==> config.mk <==
export PLATFORM = sky130hd
export DESIGN_NAME = ecc_clutch
export DESIGN_NICKNAME = d
export VERILOG_FILES = /design/src/design/ecc_pkg.sv /design/src/design/ecc_cnt_if.sv /design/src/design/ecc_clutch.sv /design/src/design/ecc_sync.sv /design/src/design/ecc_lead_counter.sv
export SDC_FILE = /design/constraint.sdc
export NUM_CORES = 1
export LEC_CHECK = 0
export ABC_AREA = 1
export BUFFER_PORTS_ARGS = -buffer_cell sky130_fd_sc_hd__clkbuf_2
export CAP_MARGIN = 10
export CORE_MARGIN = 5
export CORE_UTILIZATION = 55
export DETAILED_ROUTE_END_ITERATION = 6
export GPL_TIMING_DRIVEN = 0
export PLACE_DENSITY = 0.74
export SLEW_MARGIN = 10
export SYNTH_ARGS = -nofsm -noshare
export SYNTH_HDL_FRONTEND = slang
export SYNTH_SLANG_ARGS = --single-unit
==> constraint.sdc <==
create_clock -name ref_clk -period 9.1 [get_ports ref_clk]
set_clock_uncertainty 0.05 [all_clocks]
set_input_delay 0.91 -clock ref_clk [delete_from_list [all_inputs] [get_ports ref_clk]]
set_output_delay 0.91 -clock ref_clk [all_outputs]
set_load 0.05 [all_outputs]
==> src/design/ecc_pkg.sv <==
// Constants, register map and state type of the cam clutch controller.
package ecc_pkg;

    localparam int unsigned ECC_DATA_W = 32;
    localparam int unsigned ECC_ADDR_W = 8;

    // Register byte offsets.
    localparam logic [7:0] ECC_CTRL_OFS = 8'h00;
    localparam logic [7:0] ECC_INIT_LEAD_OFS = 8'h04;
    localparam logic [7:0] ECC_REENG_LEAD_OFS = 8'h08;
    localparam logic [7:0] ECC_DIS_COUNT_OFS = 8'h0c;
    localparam logic [7:0] ECC_STATUS_OFS = 8'h10;
    localparam logic [7:0] ECC_LEAD_MON_OFS = 8'h14;

    // Control register fields.
    localparam int unsigned ECC_CTRL_EN_BIT = 0;
    localparam int unsigned ECC_CTRL_ENG_LSB = 4;
    localparam int unsigned ECC_CTRL_DIS_LSB = 8;

    // Status register fields.
    localparam int unsigned ECC_STAT_STATE_LSB = 0;
    localparam int unsigned ECC_STAT_DI_BIT = 4;
    localparam int unsigned ECC_STAT_OVF_BIT = 8;

    // Engage condition selections.
    localparam logic [1:0] ECC_ENG_IMMEDIATE = 2'h0;
    localparam logic [1:0] ECC_ENG_DISCRETE = 2'h1;
    localparam logic [1:0] ECC_ENG_CAPTURE = 2'h2;

    // Disengage condition selections.
    localparam logic [2:0] ECC_DIS_NONE = 3'h0;
    localparam logic [2:0] ECC_DIS_DI_OFF = 3'h1;
    localparam logic [2:0] ECC_DIS_COUNT = 3'h2;
    localparam logic [2:0] ECC_DIS_REENGAGE = 3'h4;
    localparam logic [2:0] ECC_DIS_REQUEST = 3'h6;

    // Reset values.
    localparam logic [31:0] ECC_REG_RST = 32'h0000_0000;
    localparam logic [2:0] ECC_SYNC_RST = 3'h0;

    // Lead counter limits.
    localparam logic signed [31:0] ECC_CNT_MIN = 32'sh8000_0000;
    localparam logic signed [31:0] ECC_CNT_MAX = 32'sh7fff_ffff;

    // Synchronised pin positions.
    localparam int unsigned ECC_SYNC_W = 3;
    localparam int unsigned ECC_PIN_STEP = 0;
    localparam int unsigned ECC_PIN_DIR = 1;
    localparam int unsigned ECC_PIN_DI = 2;

    typedef enum logic [1:0] {
        ECC_STOP = 2'b00,
        ECC_LEAD = 2'b01,
        ECC_ENGAGED = 2'b10
    } ecc_state_t;

    // True for every mapped register offset.
    function automatic logic ecc_mapped(input logic [7:0] addr);
        return (addr == ECC_CTRL_OFS) || (addr == ECC_INIT_LEAD_OFS) ||
               (addr == ECC_REENG_LEAD_OFS) || (addr == ECC_DIS_COUNT_OFS) ||
               (addr == ECC_STATUS_OFS) || (addr == ECC_LEAD_MON_OFS);
    endfunction

endpackage

==> src/design/ecc_cnt_if.sv <==
// Link between the clutch controller and one signed pulse counter.
`timescale 1ns/1ps
interface ecc_cnt_if;
    logic load;
    logic signed [31:0] load_value;
    logic step;
    logic step_fwd;
    logic signed [31:0] value;
    logic zero;
    logic overflow;

    modport ctl (
        output load,
        output load_value,
        output step,
        output step_fwd,
        input value,
        input zero,
        input overflow
    );

    modport cnt (
        input load,
        input load_value,
        input step,
        input step_fwd,
        output value,
        output zero,
        output overflow
    );
endinterface

==> src/design/ecc_clutch.sv <==
// Cam clutch state machine with APB register access.
//
// Register access over APB and the register addresses were chosen for this implementation.
`timescale 1ns/1ps

// How it works
// Enable cleared disables cam, forces disengage.
// Enable set lets Stop leave on engage.
// Three states, reset to Stop, no following.
// Engage condition: Stop to Lead, load initial.
// Lead Pulse: pulses only step counter.
// Counter target reached: Engaged, cam follows.
// Option four disengage: back to Lead, reengage.
// Options 1,2,6 or disable: Engaged to Stop.
// Disable in Lead returns to Stop.
// Selection zero engages once enabled.
// Selection one engages on clutch input.
// Selection two engages on capture, same cycle.
// Engage selection matters only in Stop.
// Forward master pulses decrement, reverse increment; zero means Engaged.
// Zero lead count engages without pulses.
// Setting sign picks counting pulse direction; the filtered master direction pin picks it instead.
// Lead counter value always readable.
// Counter overflow clears enable, forces Stop.
// Option one: input released leaves Engaged.
// Disable wins; one transition per cycle.
module ecc_clutch
    import ecc_pkg::*;
(
    // Clock and reset.
    input wire logic ref_clk,
    input wire logic rst,
    // APB slave.
    input wire logic psel,
    input wire logic penable,
    input wire logic pwrite,
    input wire logic [ECC_ADDR_W-1:0] paddr,
    input wire logic [ECC_DATA_W-1:0] pwdata,
    output logic [ECC_DATA_W-1:0] prdata,
    output logic pready,
    output logic pslverr,
    // Master axis pins.
    input wire logic master_step,
    input wire logic master_dir,
    // Clutch discrete input pin.
    input wire logic clutch_input,
    // Events from logic on this clock.
    input wire logic capture_event,
    input wire logic disengage_request,
    // Cam interpolator side.
    output logic cam_step,
    output logic cam_dir,
    output logic cam_engaged,
    output logic [1:0] clutch_state
);
    ecc_state_t state;
    ecc_state_t next_state;

    logic cam_enable_field;
    logic [1:0] engage_condition_select;
    logic [2:0] disengage_condition_select;
    logic signed [31:0] initial_lead_count;
    logic signed [31:0] reengage_lead_count;
    logic signed [31:0] disengage_count;
    logic overflow_seen;

    logic [ECC_SYNC_W-1:0] pin_level;
    logic step_prev;
    logic master_pulse;
    logic pulse_fwd;
    logic clutch_on;

    logic engage_hit;
    logic disengage_hit;
    logic next_lead_load;
    logic signed [31:0] next_lead_value;
    logic next_dis_load;

    logic apb_setup;
    logic apb_write;
    logic [ECC_DATA_W-1:0] read_word;

    ecc_cnt_if lead_if ();
    ecc_cnt_if dis_if ();

    ecc_sync u_sync (
        .ref_clk(ref_clk),
        .rst(rst),
        .pin({clutch_input, master_dir, master_step}),
        .level(pin_level)
    );

    ecc_lead_counter u_lead_counter (
        .ref_clk(ref_clk),
        .rst(rst),
        .bus(lead_if.cnt)
    );

    ecc_lead_counter u_dis_counter (
        .ref_clk(ref_clk),
        .rst(rst),
        .bus(dis_if.cnt)
    );

    // A master pulse is the rising edge of the filtered step level.
    always_ff @(posedge ref_clk or posedge rst) begin
        if (rst) begin
            step_prev <= 1'b0;
        end else begin
            step_prev <= pin_level[ECC_PIN_STEP];
        end
    end

    assign master_pulse = pin_level[ECC_PIN_STEP] & ~step_prev;
    assign pulse_fwd = pin_level[ECC_PIN_DIR];
    assign clutch_on = pin_level[ECC_PIN_DI];

    // Engage condition, looked at only while stopped.
    always_comb begin
        case (engage_condition_select)
            ECC_ENG_IMMEDIATE: engage_hit = 1'b1;
            ECC_ENG_DISCRETE: engage_hit = clutch_on;
            ECC_ENG_CAPTURE: engage_hit = capture_event;
            default: engage_hit = 1'b0;
        endcase
    end

    // Disengage condition while engaged.
    always_comb begin
        case (disengage_condition_select)
            ECC_DIS_DI_OFF: disengage_hit = ~clutch_on;
            ECC_DIS_COUNT: disengage_hit = dis_if.zero;
            ECC_DIS_REENGAGE: disengage_hit = dis_if.zero;
            ECC_DIS_REQUEST: disengage_hit = disengage_request;
            default: disengage_hit = 1'b0;
        endcase
    end

    // Next state: disable and overflow outrank every other transition.
    always_comb begin
        next_state = state;
        next_lead_load = 1'b0;
        next_lead_value = initial_lead_count;
        next_dis_load = 1'b0;
        if (!cam_enable_field || lead_if.overflow) begin
            next_state = ECC_STOP;
        end else begin
            case (state)
                ECC_STOP: begin
                    if (engage_hit) begin
                        next_state = ECC_LEAD;
                        next_lead_load = 1'b1;
                        next_lead_value = initial_lead_count;
                    end
                end
                ECC_LEAD: begin
                    if (lead_if.zero) begin
                        next_state = ECC_ENGAGED;
                        next_dis_load = 1'b1;
                    end
                end
                ECC_ENGAGED: begin
                    if (disengage_hit) begin
                        if (disengage_condition_select == ECC_DIS_REENGAGE) begin
                            next_state = ECC_LEAD;
                            next_lead_load = 1'b1;
                            next_lead_value = reengage_lead_count;
                        end else begin
                            next_state = ECC_STOP;
                        end
                    end
                end
                default: next_state = ECC_STOP;
            endcase
        end
    end

    always_ff @(posedge ref_clk or posedge rst) begin
        if (rst) begin
            state <= ECC_STOP;
        end else begin
            state <= next_state;
        end
    end

    // Lead counter counts only in Lead Pulse; the filtered master direction pin picks the direction.
    assign lead_if.load = next_lead_load;
    assign lead_if.load_value = next_lead_value;
    assign lead_if.step = (state == ECC_LEAD) & master_pulse & ~next_lead_load;
    assign lead_if.step_fwd = pulse_fwd;

    // Disengage counter counts master pulses while engaged.
    assign dis_if.load = next_dis_load;
    assign dis_if.load_value = disengage_count;
    assign dis_if.step = (state == ECC_ENGAGED) & master_pulse;
    assign dis_if.step_fwd = pulse_fwd;

    // The cam follows master pulses only while engaged.
    always_ff @(posedge ref_clk or posedge rst) begin
        if (rst) begin
            cam_step <= 1'b0;
            cam_dir <= 1'b0;
            cam_engaged <= 1'b0;
            clutch_state <= ECC_STOP;
        end else begin
            cam_step <= (state == ECC_ENGAGED) & master_pulse;
            cam_dir <= pulse_fwd;
            cam_engaged <= (next_state == ECC_ENGAGED);
            clutch_state <= next_state;
        end
    end

    assign apb_setup = psel & ~penable;
    assign apb_write = psel & penable & pready & pwrite;

    // Control register; an overflow clears the enable even against a write.
    always_ff @(posedge ref_clk or posedge rst) begin
        if (rst) begin
            cam_enable_field <= 1'b0;
            engage_condition_select <= ECC_ENG_IMMEDIATE;
            disengage_condition_select <= ECC_DIS_NONE;
        end else begin
            if (apb_write && paddr == ECC_CTRL_OFS) begin
                cam_enable_field <= pwdata[ECC_CTRL_EN_BIT];
                engage_condition_select <= pwdata[ECC_CTRL_ENG_LSB +: 2];
                disengage_condition_select <= pwdata[ECC_CTRL_DIS_LSB +: 3];
            end
            if (lead_if.overflow) begin
                cam_enable_field <= 1'b0;
            end
        end
    end

    // Count settings.
    always_ff @(posedge ref_clk or posedge rst) begin
        if (rst) begin
            initial_lead_count <= ECC_REG_RST;
            reengage_lead_count <= ECC_REG_RST;
            disengage_count <= ECC_REG_RST;
        end else if (apb_write) begin
            if (paddr == ECC_INIT_LEAD_OFS) begin
                initial_lead_count <= pwdata;
            end
            if (paddr == ECC_REENG_LEAD_OFS) begin
                reengage_lead_count <= pwdata;
            end
            if (paddr == ECC_DIS_COUNT_OFS) begin
                disengage_count <= pwdata;
            end
        end
    end

    // Sticky overflow flag, cleared by writing one; a new overflow wins over the clear.
    always_ff @(posedge ref_clk or posedge rst) begin
        if (rst) begin
            overflow_seen <= 1'b0;
        end else if (lead_if.overflow) begin
            overflow_seen <= 1'b1;
        end else if (apb_write && paddr == ECC_STATUS_OFS && pwdata[ECC_STAT_OVF_BIT]) begin
            overflow_seen <= 1'b0;
        end
    end

    // Read multiplexer.
    always_comb begin
        read_word = ECC_REG_RST;
        case (paddr)
            ECC_CTRL_OFS: begin
                read_word[ECC_CTRL_EN_BIT] = cam_enable_field;
                read_word[ECC_CTRL_ENG_LSB +: 2] = engage_condition_select;
                read_word[ECC_CTRL_DIS_LSB +: 3] = disengage_condition_select;
            end
            ECC_INIT_LEAD_OFS: read_word = initial_lead_count;
            ECC_REENG_LEAD_OFS: read_word = reengage_lead_count;
            ECC_DIS_COUNT_OFS: read_word = disengage_count;
            ECC_STATUS_OFS: begin
                read_word[ECC_STAT_STATE_LSB +: 2] = state;
                read_word[ECC_STAT_DI_BIT] = clutch_on;
                read_word[ECC_STAT_OVF_BIT] = overflow_seen;
            end
            ECC_LEAD_MON_OFS: read_word = lead_if.value;
            default: read_word = ECC_REG_RST;
        endcase
    end

    // Every access gets one wait-free access phase; data and error are set up in the setup cycle.
    always_ff @(posedge ref_clk or posedge rst) begin
        if (rst) begin
            pready <= 1'b0;
            pslverr <= 1'b0;
            prdata <= ECC_REG_RST;
        end else begin
            pready <= apb_setup;
            pslverr <= apb_setup & ~ecc_mapped(paddr);
            if (apb_setup) begin
                prdata <= pwrite ? ECC_REG_RST : read_word;
            end
        end
    end
endmodule // ecc_clutch

==> src/design/ecc_sync.sv <==
// Three-stage pin synchroniser that accepts a change once stages two and three agree.
`timescale 1ns/1ps
module ecc_sync
    import ecc_pkg::*;
(
    // Clock and reset.
    input wire logic ref_clk,
    input wire logic rst,
    // Pins and filtered levels.
    input wire logic [ECC_SYNC_W-1:0] pin,
    output logic [ECC_SYNC_W-1:0] level
);
    logic [ECC_SYNC_W-1:0] stage1;
    logic [ECC_SYNC_W-1:0] stage2;
    logic [ECC_SYNC_W-1:0] stage3;

    always_ff @(posedge ref_clk or posedge rst) begin
        if (rst) begin
            stage1 <= ECC_SYNC_RST;
            stage2 <= ECC_SYNC_RST;
            stage3 <= ECC_SYNC_RST;
        end else begin
            stage1 <= pin;
            stage2 <= stage1;
            stage3 <= stage2;
        end
    end

    // Each bit follows only when the last two stages agree.
    always_ff @(posedge ref_clk or posedge rst) begin
        if (rst) begin
            level <= ECC_SYNC_RST;
        end else begin
            level <= (stage2 & stage3) | (level & (stage2 | stage3));
        end
    end
endmodule // ecc_sync

==> src/design/ecc_lead_counter.sv <==
// Signed pulse up/down counter whose count direction follows the pulse direction.
`timescale 1ns/1ps
module ecc_lead_counter
    import ecc_pkg::*;
(
    // Clock and reset.
    input wire logic ref_clk,
    input wire logic rst,
    // Controller side.
    ecc_cnt_if.cnt bus
);
    logic signed [31:0] count;
    logic ovf;

    // Forward pulses move the count down, reverse pulses move it up.
    always_ff @(posedge ref_clk or posedge rst) begin
        if (rst) begin
            count <= ECC_REG_RST;
            ovf <= 1'b0;
        end else begin
            ovf <= 1'b0;
            if (bus.load) begin
                count <= bus.load_value;
            end else if (bus.step) begin
                if (bus.step_fwd) begin
                    if (count == ECC_CNT_MIN) begin
                        ovf <= 1'b1;
                    end else begin
                        count <= count - 32'sh0000_0001;
                    end
                end else begin
                    if (count == ECC_CNT_MAX) begin
                        ovf <= 1'b1;
                    end else begin
                        count <= count + 32'sh0000_0001;
                    end
                end
            end
        end
    end

    assign bus.value = count;
    assign bus.zero = (count == 32'sh0000_0000);
    assign bus.overflow = ovf;
endmodule // ecc_lead_counter

==> impl_metrics.env, run 1 <==
export IMPL_initial_core_util_pct=55.7
export IMPL_nets=2331
export IMPL_status="completed"
export IMPL_syn_nets=2213
export IMPL_power_density_nw_per_um2=164
export IMPL_place_gp_congestion=0.967
export IMPL_ys_ff_latch=220
export IMPL_cp_start_kind="register"
export IMPL_vias=14883
export IMPL_hold_violations=0
export IMPL_grt_pass1_vias=14407
export IMPL_path_clk_slew_ns=0.06
export IMPL_cts_hold_buf=0
export IMPL_clockBufferDepth=3
export IMPL_die_area_um2=29800
export IMPL_grt_pass1_wl_mm=78.9
export IMPL_postSynth_asyncResetShare_pct=100
export IMPL_dpl_cell_area_um2=15500
export IMPL_postCtsSetupRepairBufs=0
export IMPL_synth_area_leader_cell="dfrtp_1"
export IMPL_cp_end_kind="register"
export IMPL_num_io_pins=89
export IMPL_wl_met2_mm=23.4
export IMPL_final_cell_mix="nand2_1 (764), inv_1 (252), dfrtp_1 (219), o21ai_0 (190), nor2_1 (127)"
export IMPL_drt_pass1_iterations=6
export IMPL_yosys_cell_types_count=54
export IMPL_synth_edff_count=0
export IMPL_p_leak_uw=0.00870
export IMPL_seqCellArea_um2=5510
export IMPL_ir_worst_vdd_uv=173
export IMPL_area_delta_synth_final_pct=12.9
export IMPL_synth_cells=2101
export IMPL_syn_area_um2=14500
export IMPL_path_cells="buf_12 -> ha_1 -> nand2_1 -> nor2_1 -> nand2_1 -> o21ai_0 -> nand2_1 -> nand3_1 -> nand2_1 -> nand3_1 -> nand3_1"
export IMPL_insertion_delay_ns=0.53
export IMPL_holdCritPathClass="primary input to asynchronous set/reset pin"
export IMPL_period_share_pct=36.8
export IMPL_critPathBufInv=1
export IMPL_drt_antenna_violating_nets=0
export IMPL_cts_root_buf="clkbuf_16"
export IMPL_cts_resized_gates=0
export IMPL_wl_mm=50.5
export IMPL_fin_area_um2=16400
export IMPL_rr_startpoint="u_sync.level[1]"
export IMPL_critPathMaxStageDelay_ns=0.80
export IMPL_drtIter0Drc=1637
export IMPL_slowest_stage="o21ai_0"
export IMPL_rsz0062_at_grt="no"
export IMPL_placed_cells=2527
export IMPL_yosys_warnings=0
export IMPL_synth_seq_area_share_pct=37.9
export IMPL_die_y_um=173
export IMPL_grt_use_total_pct=33.0
export IMPL_whs_ns=0.214
export IMPL_antenna_found_initial=0
export IMPL_topRoutingLayerUsed="met4"
export IMPL_rrSetupSlack_ns=5.75
export IMPL_netlist_area_leader_share_pct=37.9
export IMPL_slew_viol_final=0
export IMPL_routedWlPerCell_um=19.6
export IMPL_avgSynthCellArea_um2=6.91
export IMPL_hpwlAfterDp_mm=39.7
export IMPL_multi_input_area_um2=7700
export IMPL_drive_above_1_share_pct=8.62
export IMPL_grt_max_degree=114
export IMPL_cts_made_buffers=25
export IMPL_cts_sinks=220
export IMPL_diodes=0
export IMPL_fmax_mhz=298
export IMPL_slew_headroom_pct=31.8
export IMPL_arrival_ns=3.69
export IMPL_tightest_slew_ns=1.01
export IMPL_route_met3_wl_mm=3.91
export IMPL_crit_top_cell="nand2_1"
export IMPL_numPortBuffers=88
export IMPL_rows=59
export IMPL_core_area_um2=26100
export IMPL_reg2reg_depth=11
export IMPL_wl_met1_mm=20.5
export IMPL_cap_violations=0
export IMPL_die_w_um=173
export IMPL_path_class="register to register"
export IMPL_grt_ovfl_total=0
export IMPL_required_ns=9.44
export IMPL_finalWorstPathRequiredPeriod_ns=3.35
export IMPL_tritoncts="yes"
export IMPL_final_common_cell="nand2_1"
export IMPL_worstPathMaxFanout=42
export IMPL_final_cells=2573
export IMPL_htree_levels=1
export IMPL_setup_viol=0
export IMPL_crit_family="simple AND/OR/NAND/NOR gates"
export IMPL_synth_flop_cell="dfrtp_1"
export IMPL_viasPerCell=5.78
export IMPL_yosys_top_cells_area="dfrtp_1 (38%), nand2_1 (20%), o21ai_0 (6.5%)"
export IMPL_r2r_end="u_dis_counter.bus.value[21]"
export IMPL_drcViolationCount=0
export IMPL_num_fill_cells=2448
## final cells by class
class	count	share of cell area [%]
repair buffers	91	3.14
inverters	260	6.01
flip-flops and latches	220	33.6
plain buffers	62	2.09
multi-input cells	1559	47.0
clock inverters	14	1.29
clock buffers	32	4.34
well taps	335	2.56
## state kept, by name (all words and copies together) (netlist names), 2 cells and up
name,cells
dis_if.load_value,32
initial_lead_count,32
prdata,32
reengage_lead_count,32
u_dis_counter.bus.value,32
u_lead_counter.bus.value,32
disengage_condition_select,3
u_sync.level,3
u_sync.stage1,3
u_sync.stage2,3
u_sync.stage3,3
clutch_state,2
engage_condition_select,2
## per-layer routing
layer / vias up / global-route usage (%)
met4: 0 / 14.3
met3: 159 / 4.43
met2: 697 / 54.3
li1: 7079 / -
met1: 6948 / 43.6
met5: - / 0
## cells in the mapped netlist, types with 3 or more instances
cell       instances
nand2_1          764
inv_1            253
dfrtp_1          220
o21ai_0          190
nor2_1           127
nand3_1          117
a21oi_1           75
ha_1              60
nand4_1           45
clkbuf_1          33
nor3_1            23
a221oi_1          15
buf_2             15
xor2_1            15
o21ai_1           14
xnor2_1           13
o2111ai_1         12
buf_6             11
a22o_1            10
o22ai_1           10
nor4_1             7
o21bai_1           6
a211oi_1           4
a21o_1             4
inv_2              4
nand3b_1           4
maj3_1             3
nand3_2            3
nor3_2             3
## worst max-delay path by stage
stage                          startpoint                     endpoint  slack [ns]  depth (start not counted)
final                     u_sync.level[1]  u_dis_counter.bus.value[21]        5.75                         11
after global routing      u_sync.level[1]  u_dis_counter.bus.value[21]        5.74                         11
after CTS                 u_sync.level[1]  u_dis_counter.bus.value[21]        5.87                         11
after detailed placement  u_sync.level[1]  u_dis_counter.bus.value[21]        5.90                         11
after global placement                rst                      cam_dir       -0.39                          2
after floorplan                       rst                      cam_dir        2.12                          1
## report_power, final
part / switching (uW) / internal, uW / total, uW
sequential: 38.7 / 1000 / 1040
combinational: 349 / 177 / 526
clock: 429 / 697 / 1130
total: 817 / 1870 / 2690
## cell families after synthesis
| kind of cell | Yosys count | share of synthesized area, % |
|---|---|---|
| simple gates | 1114 | 32.0 |
| xor+xnor | 28 | 1.69 |
| flops | 220 | 37.9 |
| buf+inv | 322 | 9.09 |
| compound gates | 352 | 13.7 |
| fa+ha+maj | 65 | 5.65 |
## per-stage QoR
step	power (uW)	utilization [%]	TNS, ns	worst slack [ns]
6_report	2690	62.9	0	5.75
5_1_grt	2810	62.9	0	5.74
4_1_cts	2690	62.9	0	5.87
3_5_place_dp	1580	59.4	0	5.90
3_3_place_gp	1570	59.0	-78.41	-0.386
2_1_floorplan	1420	-	0	2.12
Power figures use the tool's default switching activity.
==> run 2: changes to the inputs <==
clock period = 3.2 ns   (was 9.1 ns; I/O delays follow)
==> run 2 against run 1 <==
Compared with the run above: clock power increased to 2.7 times the previous value; design area increased by 0.70%; via count up 0.63%; die area is the same; worst hold slack worse by 0.20 ns; critical path depth did not move; flip-flop and latch count is the same; critical path type unchanged.
==> impl_metrics.env, run 2 (same netlist as run 1, synthesis figures left out) <==
export IMPL_drcViolationCount=0
export IMPL_cts_root_buf="clkbuf_16"
export IMPL_num_fill_cells=2401
export IMPL_final_cells=2584
export IMPL_drt_pass1_iterations=6
export IMPL_worstPathMaxFanout=45
export IMPL_htree_levels=1
export IMPL_intPower_uw=5210
export IMPL_core_area_um2=26100
export IMPL_required_ns=3.56
export IMPL_grt_ovfl_total=0
export IMPL_nets=2345
export IMPL_wl_mm=51.8
export IMPL_sequentialPowerShare_pct=39.2
export IMPL_antenna_found_initial=2
export IMPL_clockPowerShare_pct=40.2
export IMPL_die_w_um=173
export IMPL_grt_pass1_vias=14420
export IMPL_hold_violations=0
export IMPL_finalWorstPathRequiredPeriod_ns=3.02
export IMPL_viasPerCell=5.80
export IMPL_hpwlAfterDp_mm=40.4
export IMPL_ir_worst_vdd_uv=595
export IMPL_finalWorstSetupSlack_ns=0.176
export IMPL_routedWlPerCell_um=20.0
export IMPL_setup_tns_ns=0
export IMPL_path_clk_slew_ns=0.06
export IMPL_setup_viol=0
export IMPL_busiest_layer="met2"
export IMPL_grt_max_degree=46
export IMPL_rrSetupSlack_ns=0.18
export IMPL_r2r_end="u_dis_counter.bus.value[25]"
export IMPL_tritoncts="yes"
export IMPL_slew_viol_final=0
export IMPL_arrival_ns=3.38
export IMPL_cts_sinks=220
export IMPL_p_sw_uw=2320
export IMPL_rr_startpoint="u_sync.level[1]"
export IMPL_switching_share_pct=30.8
export IMPL_initial_core_util_pct=55.7
export IMPL_status="completed"
export IMPL_clockBufferDepth=3
export IMPL_numPortBuffers=88
export IMPL_cap_violations=0
export IMPL_period_share_pct=94.5
export IMPL_drt_antenna_violating_nets=0
export IMPL_slew_headroom_pct=41.6
export IMPL_met3_usage_pct=4.08
export IMPL_dpl_worst_slack_ns=0.00555
export IMPL_p_leak_uw=0.00873
export IMPL_path_class="register to register"
export IMPL_drive_above_1_share_pct=8.45
export IMPL_final_common_cell="nand2_1"
export IMPL_die_y_um=173
export IMPL_reg2reg_depth=11
export IMPL_fmax_mhz=331
export IMPL_grt_util_met1_pct=44.5
export IMPL_comb_power_share_pct=20.6
export IMPL_cp_start_kind="register"
export IMPL_placed_cells=2531
export IMPL_area_delta_synth_final_pct=13.7
export IMPL_rows=59
export IMPL_rsz0062_at_grt="no"
export IMPL_power_uw=7530
export IMPL_final_cell_mix="nand2_1 (764), inv_1 (252), dfrtp_1 (219), o21ai_0 (189), nor2_1 (127)"
export IMPL_holdCritPathClass="primary input to register"
export IMPL_min_path_cells=3
export IMPL_power_density_nw_per_um2=456
export IMPL_drtIter0Drc=1614
export IMPL_insertion_delay_ns=0.56
export IMPL_vias=14977
export IMPL_whs_ns=0.0117
export IMPL_tightest_slew_ns=0.876
export IMPL_num_io_pins=89
export IMPL_grt_pass1_wl_mm=80.2
export IMPL_hold_path_endpoint="dis_if.load_value[29]"
export IMPL_place_gp_congestion=0.941
export IMPL_grt_use_total_pct=33.7
export IMPL_min_from="pwdata[29]"
export IMPL_grtUsageMet2_pct=55.9
export IMPL_cts_made_buffers=24
export IMPL_cp_end_kind="register"
export IMPL_die_area_um2=29800
-- run 2: changes by cell type in the layout (fill, tap and decap cells not counted), sizes merged --
cell         change
buf              +5
bufinv           -1
clkbuf           +3
clkinv           -5
clkinvlp         +1
diode            +1
dlygate4sd3     +10
inv              -3
-- run 2: cell type report --
type                       instances  area (um^2)  area share [%]
tap                              335          419            2.54
inverter                         260          982            5.95
sequential                       220         5510            33.4
buffer                            62          343            2.08
antenna                            1         2.50          0.0152
timing repair buffer             106          692            4.19
clock inverter                     6          158           0.955
clock buffer                      35          702            4.25
multi-input combinational       1559         7700            46.7
-- run 2: power groups by stage --
stage	sequential, uW	clock [uW]	combinational, uW
after floorplan	2980	0	1070
after global placement	3020	0	1440
after detailed placement	3000	0	1500
after CTS	2950	3030	1520
after global routing	2960	3150	1740
final	2950	3030	1550
-- run 2: what timing repair did --
action                                  CTS  global route
hold buffers                             10             0
endpoints found under the setup margin    1             6
endpoints found under the hold margin    27             0
setup buffers                             0             1
resized for setup                         1             1
cloned                                    0             0
-- run 2: stage by stage --
stage                     util (%)  area, um^2
after global routing          63.4       16500
after floorplan                  -       14500
final                         63.4       16500
after global placement        59.1       15400
after CTS                     63.3       16500
after detailed placement      59.6       15500
-- run 2: worst max-delay path: stages (launching register included) --
cell and delay (ns):
dfrtp_4 0.60, buf_12 0.22, ha_1 0.43, nand2_1 0.20, o21ai_0 0.55, a21oi_1 0.09, nand3_1 0.26, nand2_1 0.11
nand2_1 0.07, nand2_1 0.04, nand3_1 0.10, nand3_1 0.08
-- run 2: layer usage --
layer / vias to the layer above / part of all wire [%]
met5: - / 0.042
met4: 4 / 5.0
met3: 159 / 7.3
met2: 684 / 47
met1: 7024 / 41
li1: 7106 / -
-- run 2: worst max path at each step --
stage                     from  cells past startpoint                           to
4_1_cts        u_sync.level[1]                     15  u_dis_counter.bus.value[30]
3_3_place_gp   u_sync.level[1]                     14  u_dis_counter.bus.value[30]
3_5_place_dp   u_sync.level[1]                     11  u_dis_counter.bus.value[21]
5_1_grt        u_sync.level[1]                     15  u_dis_counter.bus.value[26]
2_1_floorplan  u_sync.level[1]                     14  u_dis_counter.bus.value[30]
6_report       u_sync.level[1]                     11  u_dis_counter.bus.value[25]
